`config.mk`:
```
export PLATFORM = sky130hd
export DESIGN_NAME = mcec_top
export DESIGN_NICKNAME = d
export VERILOG_FILES = /design/src/mcec_pkg.sv /design/src/mcec_compose.sv /design/src/mcec_filter.sv /design/src/mcec_top.sv
export SDC_FILE = /design/constraint.sdc
export NUM_CORES = 1
export LEC_CHECK = 0
export ABC_AREA = 1
export BUFFER_PORTS_ARGS = -buffer_cell sky130_fd_sc_hd__buf_2
export CAP_MARGIN = 25
export CELL_PAD_IN_SITES_DETAIL_PLACEMENT = 0
export CELL_PAD_IN_SITES_GLOBAL_PLACEMENT = 1
export CORE_MARGIN = 8
export CORE_UTILIZATION = 32
export DETAILED_ROUTE_END_ITERATION = 8
export PLACE_DENSITY_LB_ADDON = 0.1
export SLEW_MARGIN = 40
export SYNTH_ARGS = -nofsm -noshare
export SYNTH_HDL_FRONTEND = slang
export SYNTH_SLANG_ARGS = --single-unit
```
`constraint.sdc`:
```
create_clock -name I_CLK -period 3.6 [get_ports I_CLK]
set_input_delay 0 -clock I_CLK [delete_from_list [all_inputs] [get_ports I_CLK]]
set_output_delay 0 -clock I_CLK [all_outputs]
set_load 0.005 [all_outputs]
```
`src/mcec_pkg.sv`:
```
// Purpose: Shared constants and carrier types for the check error code block
// Assumes: One core clock, asynchronous active-high reset
// Notes:   Code values and field positions live here only

package mcec_pkg;

	////////////////////////////////////////////////////////////////////////////
	// Identification and capability bit positions
	localparam int ID_ARCH_BIT      = 14; // Feature word: architecture present
	localparam int ID_EXC_BIT       = 7;  // Feature word: exception present
	localparam int CAP_TRACK_BIT    = 11; // Capability: per-line tracking
	localparam int CAP_COUNT_W      = 8;  // Capability: bank count field width

	////////////////////////////////////////////////////////////////////////////
	// Simple code values
	localparam logic [15:0] CODE_NONE      = 16'h0000;
	localparam logic [15:0] CODE_UNCLASS   = 16'h0001;
	localparam logic [15:0] CODE_UROM_PAR  = 16'h0002;
	localparam logic [15:0] CODE_EXT_INIT  = 16'h0003;
	localparam logic [15:0] CODE_REDUND    = 16'h0004;
	localparam logic [15:0] CODE_INT_PAR   = 16'h0005;
	localparam logic [15:0] CODE_MGMT_RNG  = 16'h0006;
	localparam logic [15:0] CODE_TIMER     = 16'h0400;
	localparam logic [15:0] CODE_IO        = 16'h0E0B;
	localparam logic [5:0]  INT_UNCL_HI    = 6'h01;   // Top six bits, internal

	////////////////////////////////////////////////////////////////////////////
	// Compound code field positions
	localparam int FILTER_BIT       = 12;
	localparam int BUS_BIT          = 11;
	localparam int EXTMEM_BIT       = 9;
	localparam int CACHE_BIT        = 8;
	localparam int MEMCTL_BIT       = 7;
	localparam int TLB_BIT          = 4;
	localparam logic [1:0] GEN_CACHE_TAG = 2'h3;      // Bits 3:2 of generic cache

	////////////////////////////////////////////////////////////////////////////
	// Status word layout: valid, uncorrected, filter-capable code
	localparam int STAT_VALID_BIT   = 63;
	localparam int STAT_UNC_BIT     = 61;
	localparam logic [63:0] STAT_RESET = 64'h0000_0000_0000_0000;

	// Error classes that the detectors may report
	typedef enum logic [3:0] {
		MCEC_K_UNCLASS,
		MCEC_K_UROM_PAR,
		MCEC_K_EXT_INIT,
		MCEC_K_REDUND,
		MCEC_K_INT_PAR,
		MCEC_K_MGMT_RNG,
		MCEC_K_TIMER,
		MCEC_K_IO,
		MCEC_K_INT_UNCL,
		MCEC_K_GEN_CACHE,
		MCEC_K_TLB,
		MCEC_K_MEMCTL,
		MCEC_K_CACHE,
		MCEC_K_EXTMEM,
		MCEC_K_BUS
	} mcec_kind_t;

	// Attributes of one detected error
	typedef struct packed {
		mcec_kind_t  kind;
		logic        uncorrected;   // Uncorrected flag
		logic [1:0]  level;         // Hierarchy level field
		logic [1:0]  txn;           // Transaction type field
		logic [3:0]  request;       // Request kind field
		logic [2:0]  mem_txn;       // Memory transaction type field
		logic [3:0]  channel;       // Channel field
		logic [1:0]  particip;      // Participation field
		logic        timeout;       // Timeout bit
		logic [1:0]  mem_or_io;     // Memory-or-I/O field
		logic [9:0]  internal;      // Low bits of internal unclassified
		logic [15:0] line_tag;      // Identity of the line or entry
	} mcec_err_t;

endpackage : mcec_pkg

```
`src/mcec_compose.sv`:
```
// Purpose: Combinational builder of the 16-bit architectural error code
// Assumes: Attributes valid in the cycle they are presented
// Notes:   Filter bit only applies to compound forms

`timescale 1ns/10ps
`default_nettype none

module mcec_compose (
	// Error attributes
	input  wire mcec_pkg::mcec_err_t i_err,
	input  wire logic                i_filter,
	// Composed code
	output logic [15:0]              o_code
);

	////////////////////////////////////////////////////////////////////////////
	// Code selection by class
	always_comb begin
		o_code = mcec_pkg::CODE_NONE;
		unique case (i_err.kind)
			mcec_pkg::MCEC_K_UNCLASS:  o_code = mcec_pkg::CODE_UNCLASS;
			mcec_pkg::MCEC_K_UROM_PAR: o_code = mcec_pkg::CODE_UROM_PAR;
			mcec_pkg::MCEC_K_EXT_INIT: o_code = mcec_pkg::CODE_EXT_INIT;
			mcec_pkg::MCEC_K_REDUND:   o_code = mcec_pkg::CODE_REDUND;
			mcec_pkg::MCEC_K_INT_PAR:  o_code = mcec_pkg::CODE_INT_PAR;
			mcec_pkg::MCEC_K_MGMT_RNG: o_code = mcec_pkg::CODE_MGMT_RNG;
			mcec_pkg::MCEC_K_TIMER:    o_code = mcec_pkg::CODE_TIMER;
			mcec_pkg::MCEC_K_IO:       o_code = mcec_pkg::CODE_IO;
			mcec_pkg::MCEC_K_INT_UNCL: begin
				// Zero low bits would alias the timer code, so force bit 0
				o_code = {mcec_pkg::INT_UNCL_HI,
				          (i_err.internal == 10'h000) ? 10'h001 : i_err.internal};
			end
			mcec_pkg::MCEC_K_GEN_CACHE: begin
				o_code = 16'h0000;
				o_code[3:2] = mcec_pkg::GEN_CACHE_TAG;
				o_code[1:0] = i_err.level;
			end
			mcec_pkg::MCEC_K_TLB: begin
				o_code = 16'h0000;
				o_code[mcec_pkg::TLB_BIT] = 1'b1;
				o_code[3:0] = {i_err.txn, i_err.level};
			end
			mcec_pkg::MCEC_K_CACHE: begin
				o_code = 16'h0000;
				o_code[mcec_pkg::CACHE_BIT] = 1'b1;
				o_code[7:0] = {i_err.request, i_err.txn, i_err.level};
			end
			mcec_pkg::MCEC_K_MEMCTL, mcec_pkg::MCEC_K_EXTMEM: begin
				o_code = 16'h0000;
				o_code[mcec_pkg::MEMCTL_BIT] = 1'b1;
				o_code[6:0] = {i_err.mem_txn, i_err.channel};
				o_code[mcec_pkg::EXTMEM_BIT] =
					(i_err.kind == mcec_pkg::MCEC_K_EXTMEM);
			end
			mcec_pkg::MCEC_K_BUS: begin
				o_code = 16'h0000;
				o_code[mcec_pkg::BUS_BIT] = 1'b1;
				o_code[10:0] = {i_err.particip, i_err.timeout, i_err.request,
				                i_err.mem_or_io, i_err.level};
			end
			default: o_code = mcec_pkg::CODE_UNCLASS;   // Illegal class code
		endcase
		// Compound forms carry the correction filter bit
		if (i_err.kind inside {mcec_pkg::MCEC_K_GEN_CACHE, mcec_pkg::MCEC_K_TLB,
		                       mcec_pkg::MCEC_K_CACHE, mcec_pkg::MCEC_K_MEMCTL,
		                       mcec_pkg::MCEC_K_EXTMEM, mcec_pkg::MCEC_K_BUS}) begin
			o_code[mcec_pkg::FILTER_BIT] = i_filter;
		end
	end

endmodule : mcec_compose

`default_nettype wire

```
`src/mcec_filter.sv`:
```
// Purpose: Per-line tracker of repeated corrections
// Assumes: One correction event per cycle at most
// Notes:   Small fully associative table, oldest slot replaced

`timescale 1ns/10ps
`default_nettype none

module mcec_filter #(
	parameter int SLOTS     = 4,  // Lines tracked at once
	parameter int THRESHOLD = 2   // Corrections posted before filtering
) (
	// Clock and reset
	input  wire logic        i_clk,
	input  wire logic        i_rst,
	// Event in
	input  wire logic        i_event,
	input  wire logic        i_uncorrected,
	input  wire logic [15:0] i_line,
	input  wire logic        i_enable,
	// Decision
	output logic             o_post,
	output logic             o_filter_now
);

	localparam int CW = $clog2(THRESHOLD + 1) + 1;
	localparam int IW = (SLOTS > 1) ? $clog2(SLOTS) : 1;

	logic [15:0]   tag   [SLOTS];  // Tracked line identities
	logic          used  [SLOTS];  // Slot holds a line
	logic [CW-1:0] count [SLOTS];  // Corrections seen for the line
	logic [IW-1:0] victim;         // Round-robin replacement pointer
	logic          hit;
	logic [IW-1:0] hit_idx;

	////////////////////////////////////////////////////////////////////////////
	// Lookup
	always_comb begin
		hit     = 1'b0;
		hit_idx = '0;
		for (int s = 0; s < SLOTS; s++) begin
			if (used[s] && tag[s] == i_line && !hit) begin
				hit     = 1'b1;
				hit_idx = IW'(s);
			end
		end
	end

	////////////////////////////////////////////////////////////////////////////
	// Decision: uncorrected always posts, repeats beyond threshold drop
	always_comb begin
		o_post       = 1'b1;
		o_filter_now = 1'b0;
		if (i_enable && !i_uncorrected) begin
			if (hit && count[hit_idx] >= CW'(THRESHOLD)) begin
				o_post = 1'b0;
			end
			// The last posted correction announces that filtering starts
			o_filter_now = hit ? (count[hit_idx] == CW'(THRESHOLD - 1))
			                   : (THRESHOLD == 1);
		end
	end

	////////////////////////////////////////////////////////////////////////////
	// Table update on corrected events
	always_ff @(posedge i_clk or posedge i_rst) begin
		if (i_rst) begin
			victim <= '0;
			for (int s = 0; s < SLOTS; s++) begin
				tag[s]   <= 16'h0000;
				used[s]  <= 1'b0;
				count[s] <= '0;
			end
		end else if (i_event && i_enable && !i_uncorrected) begin
			if (hit) begin
				// Saturate so the counter never wraps back to posting
				if (count[hit_idx] < CW'(THRESHOLD)) begin
					count[hit_idx] <= count[hit_idx] + CW'(1);
				end
			end else begin
				tag[victim]   <= i_line;
				used[victim]  <= 1'b1;
				count[victim] <= CW'(1);
				victim        <= (victim == IW'(SLOTS - 1)) ? '0 : victim + IW'(1);
			end
		end
	end

endmodule : mcec_filter

`default_nettype wire

```
`src/mcec_top.sv`:
```
// Purpose: Error code logging into status banks, with exception request
// Assumes: Detectors present one error attribute set per cycle
// Notes:   Software clears status through the clear strobe port

`timescale 1ns/10ps
`default_nettype none

module mcec_top #(
	parameter int BANKS     = 4,  // Error-reporting banks
	parameter int SLOTS     = 4,  // Lines tracked by the filter
	parameter int THRESHOLD = 2   // Corrections posted per line
) (
	// Clock and reset
	input  wire logic                I_CLK,
	input  wire logic                I_RST,
	// Detected error
	input  wire logic                I_ERR_VALID,
	input  wire logic [$clog2(BANKS)-1:0] I_ERR_BANK,
	input  wire mcec_pkg::mcec_err_t I_ERR,
	// Bus-init pin and power-on strap
	input  wire logic                I_BUS_INIT,
	input  wire logic                I_INIT_OBSERVE_STRAP,
	// Software controls
	input  wire logic                I_EXC_ENABLE,
	input  wire logic [BANKS-1:0]    I_BANK_ENABLE,
	input  wire logic [BANKS-1:0]    I_STATUS_CLEAR,
	input  wire logic                I_FILTER_ENABLE,
	// Identification and capability
	output logic [31:0]              O_FEATURE_WORD,
	output logic [31:0]              O_CAPABILITY,
	// Bank status
	output logic [BANKS-1:0][63:0]   O_BANK_STATUS,
	// Exception request
	output logic                     O_CHECK_EXC
);

	localparam int BW = $clog2(BANKS);

	////////////////////////////////////////////////////////////////////////////
	// Internal signals
	logic [15:0] code;           // Code composed this cycle
	logic        post;           // Filter allows posting
	logic        filter_now;     // Filtering starts with this posting
	logic        strap;          // Strap caught after reset release
	logic        strap_taken;    // Strap capture done
	logic        init_prev;      // Last sample of bus-init pin
	logic        init_event;     // Bus-init rising edge
	logic        init_allowed;   // Bus-init may raise an exception
	logic        log_now;        // Error written this cycle
	logic [BW-1:0] log_bank;     // Bank written this cycle
	mcec_pkg::mcec_err_t log_err;

	////////////////////////////////////////////////////////////////////////////
	// Bus-init takes priority; it becomes an external-error record in bank 0
	assign init_event   = I_BUS_INIT && !init_prev;
	assign init_allowed = init_event && strap && I_EXC_ENABLE;

	always_comb begin
		log_err  = I_ERR;
		log_bank = I_ERR_BANK;
		if (init_allowed) begin
			log_err          = '0;
			log_err.kind     = mcec_pkg::MCEC_K_EXT_INIT;
			log_err.uncorrected = 1'b1;
			log_bank         = '0;
		end
	end

	// Only enabled banks log; a filtered correction is not posted
	assign log_now = (init_allowed || (I_ERR_VALID && post))
	                 && I_BANK_ENABLE[log_bank];

	////////////////////////////////////////////////////////////////////////////
	// Code composer
	mcec_compose u_compose (
		.i_err    (log_err),
		.i_filter (filter_now),
		.o_code   (code)
	);

	////////////////////////////////////////////////////////////////////////////
	// Repeated-correction tracker; every corrected offer of any kind names a line by its line tag
	mcec_filter #(
		.SLOTS     (SLOTS),
		.THRESHOLD (THRESHOLD)
	) u_filter (
		.i_clk         (I_CLK),
		.i_rst         (I_RST),
		.i_event       (I_ERR_VALID && !init_allowed),
		.i_uncorrected (I_ERR.uncorrected),
		.i_line        (I_ERR.line_tag),
		.i_enable      (I_FILTER_ENABLE),
		.o_post        (post),
		.o_filter_now  (filter_now)
	);

	////////////////////////////////////////////////////////////////////////////
	// Strap capture: sampled on the first edge after reset release
	always_ff @(posedge I_CLK or posedge I_RST) begin
		if (I_RST) begin
			strap       <= 1'b0;
			strap_taken <= 1'b0;
		end else if (!strap_taken) begin
			strap       <= I_INIT_OBSERVE_STRAP;
			strap_taken <= 1'b1;
		end
	end

	////////////////////////////////////////////////////////////////////////////
	// Bus-init edge history
	always_ff @(posedge I_CLK or posedge I_RST) begin
		if (I_RST) begin
			init_prev <= 1'b0;
		end else begin
			init_prev <= I_BUS_INIT;
		end
	end

	////////////////////////////////////////////////////////////////////////////
	// Identification and capability words are constant after reset
	always_ff @(posedge I_CLK or posedge I_RST) begin
		if (I_RST) begin
			O_FEATURE_WORD <= 32'h0000_0000;
			O_CAPABILITY   <= 32'h0000_0000;
		end else begin
			O_FEATURE_WORD <= 32'h0000_0000;
			O_FEATURE_WORD[mcec_pkg::ID_ARCH_BIT] <= 1'b1;
			O_FEATURE_WORD[mcec_pkg::ID_EXC_BIT]  <= 1'b1;
			O_CAPABILITY <= 32'h0000_0000;
			O_CAPABILITY[mcec_pkg::CAP_COUNT_W-1:0] <= mcec_pkg::CAP_COUNT_W'(BANKS);
			O_CAPABILITY[mcec_pkg::CAP_TRACK_BIT]   <= 1'b1;
		end
	end

	////////////////////////////////////////////////////////////////////////////
	// Bank status: write wins over a clear in the same cycle
	// Status is zero from reset; software still clears it at power-up
	always_ff @(posedge I_CLK or posedge I_RST) begin
		if (I_RST) begin
			for (int b = 0; b < BANKS; b++) begin
				O_BANK_STATUS[b] <= mcec_pkg::STAT_RESET;
			end
		end else begin
			for (int b = 0; b < BANKS; b++) begin
				if (log_now && log_bank == BW'(b)) begin
					// Code field alone carries the error kind
					O_BANK_STATUS[b] <= mcec_pkg::STAT_RESET;
					O_BANK_STATUS[b][15:0] <= code;
					O_BANK_STATUS[b][mcec_pkg::STAT_UNC_BIT] <= log_err.uncorrected;
					O_BANK_STATUS[b][mcec_pkg::STAT_VALID_BIT] <= 1'b1;
				end else if (I_STATUS_CLEAR[b]) begin
					O_BANK_STATUS[b] <= mcec_pkg::STAT_RESET;
				end
			end
		end
	end

	////////////////////////////////////////////////////////////////////////////
	// Exception request: one pulse per uncorrected log while enabled
	always_ff @(posedge I_CLK or posedge I_RST) begin
		if (I_RST) begin
			O_CHECK_EXC <= 1'b0;
		end else begin
			O_CHECK_EXC <= log_now && log_err.uncorrected && I_EXC_ENABLE;
		end
	end

endmodule : mcec_top

`default_nettype wire

```
==> summary.md, run 1 <==
| Metric | Value |
|---|---|
| Synthesized area per cell | `7.306 um2` |
| Via count | `8,996` |
| Routed Antenna Nets | `0` |
| Crit path max-delay family | `simple AND/OR/NAND/NOR gates` |
| Worst Skew | `22.46 ps` |
| Vias in the first global route | `9,086` |
| Sequential fraction of the synthesis area | `0.3500` |
| Slowest cell on crit path | `dlygate4sd3_1` |
| # rows | `66` |
| Final HPWL DP | `27,960 um` |
| RSZ-0062 raised after global routing | `false` |
| Min Clock Period, post-route | `3138 ps` |
| Compound-Gate Fraction of Synth Area | `0.06292` |
| H-tree levels | `4` |
| Synth Area in Adders | `0.007191` |
| Net count, final | `1,630` |
| HP Class | `in2reg` |
| Initial antenna violation count | `3` |
| 1st-pass router iterations | `5` |
| DR iter-0 viols | `758` |
| Power Density | `541.0 mW/mm2` |
| Total wire length | `35,570 um` |
| Slew @ Worst Pin | `802.4 ps` |
| Maximum vdd drop | `0.3178 mV` |
| CP Data Arrival Time | `3510 ps` |
| WL/cell | `17.68 um` |
| Fmax | `318.7 MHz` |
| Die Ht | `196.6 um` |
| Die width | `196.6 um` |
| Yosys warnings | `0` |
| Clock sinks | `146` |
| Port bufs | `132` |
| Synth async-reset ratio | `1.000` |
| Post-route cell area | `0.01122 mm2` |
| Root Buffer | `clkbuf_16` |
| Layout cells sized above 1 | `0.1377` |
| Drt drc | `0` |
| Mux contribution to synthesized area | `0.001079` |
| Synth Area in XOR/XNOR | `0.009228` |
| Setup violators final | `0` |
| Mapped cell area | `0.01044 mm2` |
| Max_slew headroom | `0.4651` |
| Post-CTS Resized | `0` |
| Worst path bufs/invs | `1` |
| Clk slew on worst S/H paths | `70 ps` |
| Die area | `0.03866 mm2` |
| Worst skew pair latency | `440 ps` |
| Critical path type | `reg2reg` |
| DP Area | `0.01058 mm2` |
| Leakage | `0.006312 uW` |
| Largest net degree at the start of global routing | `125` |
| CTS tree | `done` |
| Tcrit/Tclk final | `0.8717` |
| Synth Flop Type | `dfrtp_1` |
| Starting Density | `0.3225` |
| Crit path largest cell delay | `540 ps` |
| Hold Buf Count CTS | `7` |
| EDFF count, synth | `0` |
| CP Cell Sequence | `nand2_1 > nand2_1 > nor2_1 > nand3_1 > nor2_1 > nand3_1 > nand2_1 > nor2_1 > nand2_1 > o21ai_1 > nor2_4 > nand2_2 > nand3_2 > nand2_4 > nand2_8 > nand3_1 > nor2_1 > dlygate4sd3_1` |
| Seq cells post-synth | `146` |
| IO Pins | `389` |
| Post-CTS setup buffers | `0` |
| Vias per cell | `4.471` |
| Max-Cap Viols | `0` |
| Final Max Slew Viols | `0` |
| First-pass GRT wire length | `54,630 um` |
| Total gr overflow | `0` |
| CTS Buf Count | `17` |
| Pwr Total | `6070 uW` |
| Crit-path max FO | `44` |
| Largest family of logic cells by synthesized area | `simple AND/OR/NAND/NOR gates` |
| Synth Area in Simple Gates | `0.3148` |
| Core area | `0.03237 mm2` |
| Netlist cell types | `51` |
| Layout Area Growth over Synthesis | `7.455%` |
| Placer Congestion | `0.8848` |
| Setup TNS | `0 ps` |
| Setup crit end kind | `flip-flop` |
| Worst path required time | `3970 ps` |
| Final hold viol count | `0` |
| Startpoint types | `flip-flop` |
| Tot GR Track Use | `0.1808` |
| Outcome | `complete, no violations` |
| Number of fill cells in the layout | `3,600` |
| Clk buf depth | `2` |
| Syn Inst Count | `1,429` |
## state kept, by name, indices dropped and copies added, names as in the netlist
register / count
u_filter.tag: 64
O_BANK_STATUS: 60
u_filter.count: 12
u_filter.used: 4
u_filter.victim: 2
O_CHECK_EXC: 1
O_FEATURE_WORD: 1
init_prev: 1
strap: 1
## Yosys cell counts, drive strengths merged (6+ instances only)
cell type | number | area [um2]
nand2 | 372 | 1428
buf | 281 | 2107
dfrtp | 146 | 3654
nand3 | 126 | 695.7
inv | 122 | 457.9
nor2 | 100 | 395.4
o21ai | 90 | 450.4
nand4 | 82 | 534.3
clkbuf | 22 | 83.83
a21oi | 15 | 82.58
nor4 | 11 | 68.82
nor3 | 10 | 61.31
nand3b | 7 | 52.55
xnor2 | 7 | 61.31
ha | 6 | 75.07
## per-stage QoR
stage	cells	setup slack, ps	hold WS (ps)	utilization
floorplan	1684	1339	31.43	-
global placement	1972	530.9	91.42	0.3267
detailed placement	1972	575.8	98.40	0.3267
CTS	2011	451.6	6.257	0.3465
global route	2012	183.1	45.06	0.3466
finish	2012	461.8	13.59	0.3466
## layout make-up
| class | count | area, um2 | share of cell area |
|---|---|---|---|
| multi-input cells | 1112 | 5091 | 0.4538 |
| inverters | 123 | 465.4 | 0.04149 |
| diodes | 1 | 2.502 | 0.0002231 |
| clock inverters | 15 | 143.9 | 0.01283 |
| well taps | 442 | 553.0 | 0.04930 |
| flip-flops and latches | 146 | 3654 | 0.3257 |
| clock buffers | 17 | 425.4 | 0.03792 |
| repair buffers | 156 | 883.3 | 0.07874 |
## path summary, 6_finish.rpt
path	cells after the start	start	endpoint	slack [ps]
max in group asynchronous	4	I_RST	u_filter.tag[12]$_DFFE_PP0P_	2280
min in group asynchronous	3	I_RST	O_BANK_STATUS[197]$_DFFE_PP0P_	180
hold / removal	3	I_ERR[3]	u_filter.tag[35]$_DFFE_PP0P_	10
setup reg to reg	18	u_filter.tag[54]$_DFFE_PP0P_	O_CHECK_EXC$_DFF_PP0_	460
setup / recovery	18	u_filter.tag[54]$_DFFE_PP0P_	O_CHECK_EXC$_DFF_PP0_	460
hold reg to reg	2	O_BANK_STATUS[191]$_DFFE_PP0P_	O_BANK_STATUS[191]$_DFFE_PP0P_	480
## placed cells by master (no fill, tap or decap), types with 9 or more instances in the layout
cell type  netlist  routed
a21oi_1         13      13
nand3_1        119     119
buf_4          267      15
buf_2            7     132
inv_1          112     111
o21ai_0         86      86
nand2_1        367     367
nor2_1          96      96
conb_1           2     257
dfrtp_1        146     146
clkbuf_16        0      17
nor3_1           9       9
inv_2           10      10
nor4_1          11      11
nand4_1         80      80
## routing by layer
layer	vias to the layer above	part of all wire	GRT usage
met4	2	0.016	0.04820
met3	32	0.064	0.03582
met1	4202	0.48	0.2542
met2	375	0.44	0.2797
li1	4385	-	-
met5	-	0.00028	0
## where the power goes
group	switching [uW]	leakage (uW)	internal, uW
registers	327	0.00190	2040
clock network	832	0.000267	915
logic	1320	0.00414	642
## cell families after synthesis
group	count (synthesis)
mux	1
simple gates	716
buf+inv	426
compound gates	121
flops	146
other cells	2
fa+ha+maj	6
xor+xnor	11
## worst min-delay path: cells and delay by family
family	cells	cell delay [ps]
AOI/OAI and AO/OA	1	110
buffers and inverters	2	280
(Power assumes the default switching activity.)
==> inputs of run 2 (changes only) <==
- CORE_MARGIN: 8 -> 2
- CORE_UTILIZATION: 32 -> 33
- SYNTH_HIERARCHICAL: default -> 1
==> summary.md, run 2 <==
| Metric | Value |
|---|---|
| Fmax | `311.4 MHz` |
| Critical path type | `in2reg` |
| Vias in the first global route | `8,734` |
| Synthesized area per cell | `7.166 um2` |
| Port bufs | `144` |
| CP Data Arrival Time | `3540 ps` |
| HP Class | `in2reg` |
| Crit Reg-Reg Startpoint | `u_filter/tag[63]$_DFFE_PP0P_` |
| Hold path cells | `4` |
| First-pass GRT wire length | `52,180 um` |
| Crit-path max FO | `31` |
| Startpoint types | `primary input` |
| Setup crit end kind | `flip-flop` |
| Placer Congestion | `0.8488` |
| Layout Area Growth over Synthesis | `7.884%` |
| Layout cells sized above 1 | `0.1521` |
| Hold EP | `O_BANK_STATUS[189]$_DFFE_PP0P_` |
| Most flop-heavy register | `O_BANK_STATUS` |
| Mapped cell area | `0.01139 mm2` |
| Highest Signal Layer | `met4` |
| Most common cell after layout, fill and taps aside | `nand2_1` |
| Die Ht | `189.8 um` |
| R2r endpoint | `O_CHECK_EXC$_DFF_PP0_` |
| Final hold viol count | `0` |
| Clock sinks | `158` |
| Via count | `9,557` |
| H-tree levels | `4` |
| Min Clock Period, post-route | `3211 ps` |
| Core area | `0.03429 mm2` |
| Post-CTS setup buffers | `0` |
| Max-Cap Viols | `0` |
| WL/cell | `15.56 um` |
| Net count, final | `1,797` |
| Max_slew headroom | `0.4946` |
| Clk buf depth | `2` |
| Power Density | `510.4 mW/mm2` |
| Maximum vdd drop | `0.3291 mV` |
| Met1 Routed Length | `15,620 um` |
| RSZ-0062 raised after global routing | `false` |
| Tot GR Track Use | `0.1883` |
| Commonest cells after routing, fill and taps aside | `nand2_1 (440), conb_1 (248), dfrtp_1 (158)` |
| Antenna diodes | `0` |
| Final HPWL DP | `26,270 um` |
| Total wire length | `34,090 um` |
| Worst Skew | `8.340 ps` |
| CP Cell Sequence | `dlygate4sd3_1 > buf_2 > inv_2 > nand2_1 > nand2_1 > nor2_1 > nand2_1 > nor2_1 > nand3_1 > nand2_1 > inv_1 > o21ai_1 > nand2_1 > nor2_2 > nor2_4 > nand2_1 > nand2_1 > nand2_1 > nand2_8 > nand3_1 > nor2_1 > dlygate4sd3_1` |
| WL met2 | `16,560 um` |
| Worst Hold Launch | `I_ERR_BANK[0]` |
| Largest net degree at the start of global routing | `74` |
| Starting Density | `0.3323` |
| Die width | `189.8 um` |
| Length of routed met3 wiring | `1499 um` |
| Setup violators final | `0` |
| Slowest cell on crit path | `dlygate4sd3_1` |
| Drt drc | `0` |
| CP most frequent cell | `nand2_1` |
| Syn Inst Count | `1,590` |
| Leakage | `0.007100 uW` |
| Slew @ Worst Pin | `757.3 ps` |
| Max FFs per register | `72` |
| IO Pins | `389` |
| # rows | `68` |
| Outcome | `complete, no violations` |
| Setup TNS | `0 ps` |
| Routed Antenna Nets | `0` |
| Root Buffer | `clkbuf_16` |
| Yosys warnings | `6` |
| CTS Buf Count | `17` |
| Worst path required time | `3920 ps` |
| Biggest regs | `O_BANK_STATUS (72), u_filter/tag (64), u_filter/count (12)` |
| Vias per cell | `4.362` |
| Worst skew pair latency | `440 ps` |
| R2R setup slack | `460 ps` |
| Total gr overflow | `0` |
| Tcrit/Tclk final | `0.8920` |
| Final Max Slew Viols | `0` |
| Initial antenna violation count | `0` |
| DR iter-0 viols | `586` |
| Crit path largest cell delay | `550 ps` |
| CTS tree | `done` |
| Number of fill cells in the layout | `3,837` |
| DP Area | `0.01147 mm2` |
| Post-route cell area | `0.01229 mm2` |
| R2R depth | `19` |
| 1st-pass router iterations | `5` |
| Clk slew on worst S/H paths | `80 ps` |
| Die area | `0.03603 mm2` |
## run 2: layer usage
metal	up-vias	GRT usage
li1	4801	-
met1	4467	0.2603
met2	263	0.3137
met3	26	0.02583
met4	0	0.04025
met5	-	0
## run 2: power breakdown
group	leakage [uW]	internal, uW	switching, uW
registers	0.00203	2200	258
logic	0.00479	637	1330
clock network	0.000284	936	910
## run 2: per-stage QoR
stage,power [uW],worst slack (ps),utilization,hold slack (ps),instances
global route,6775,53.83,0.3585,94.04,2191
CTS,6352,337.5,0.3579,28.88,2191
global placement,4439,583.4,0.3343,127.0,2138
detailed placement,4442,583.9,0.3344,60.72,2138
floorplan,4053,1227,-,31.43,1835
finish,6274,388.7,0.3585,70.44,2191
## run 2: cell type report
cell class | count | area (um2) | area share
Multi-Input combinational cell | 1191 | 5446 | 0.4431
Sequential cell | 158 | 3954 | 0.3216
Timing Repair Buffer | 179 | 1049 | 0.08529
Inverter | 176 | 680.7 | 0.05537
Tap cell | 455 | 569.3 | 0.04631
Clock buffer | 17 | 425.4 | 0.03461
Clock inverter | 15 | 168.9 | 0.01374
## run 2: repair_timing
item                                   in CTS  in global routing
hold buffers                               21                  0
resized for setup                           0                  1
setup endpoints to repair                   0                  1
endpoints found under the hold margin     137                  0
## run 2: how the worst max path moves through the flow
| stage | from | to | slack [ps] | cells past startpoint |
|---|---|---|---|---|
| after global placement | u_filter/tag[42]$_DFFE_PP0P_ | O_BANK_STATUS[207]$_DFFE_PP0P_ | 580 | 18 |
| after global routing | I_ERR[3] | O_CHECK_EXC$_DFF_PP0_ | 50 | 22 |
| after detailed placement | u_filter/tag[42]$_DFFE_PP0P_ | O_BANK_STATUS[253]$_DFFE_PP0P_ | 580 | 18 |
| after floorplan | u_filter/tag[57]$_DFFE_PP0P_ | O_BANK_STATUS[204]$_DFFE_PP0P_ | 1230 | 20 |
| final | I_ERR[3] | O_CHECK_EXC$_DFF_PP0_ | 390 | 22 |
| after CTS | I_ERR[3] | O_CHECK_EXC$_DFF_PP0_ | 340 | 21 |
## run 2: worst max-delay path, delay by kind of cell
kind / cells / cell delay, ps
AND/OR/NAND/NOR: 16 / 1850
buffers and inverters: 5 / 1550
AO/OA/AOI/OAI: 1 / 120
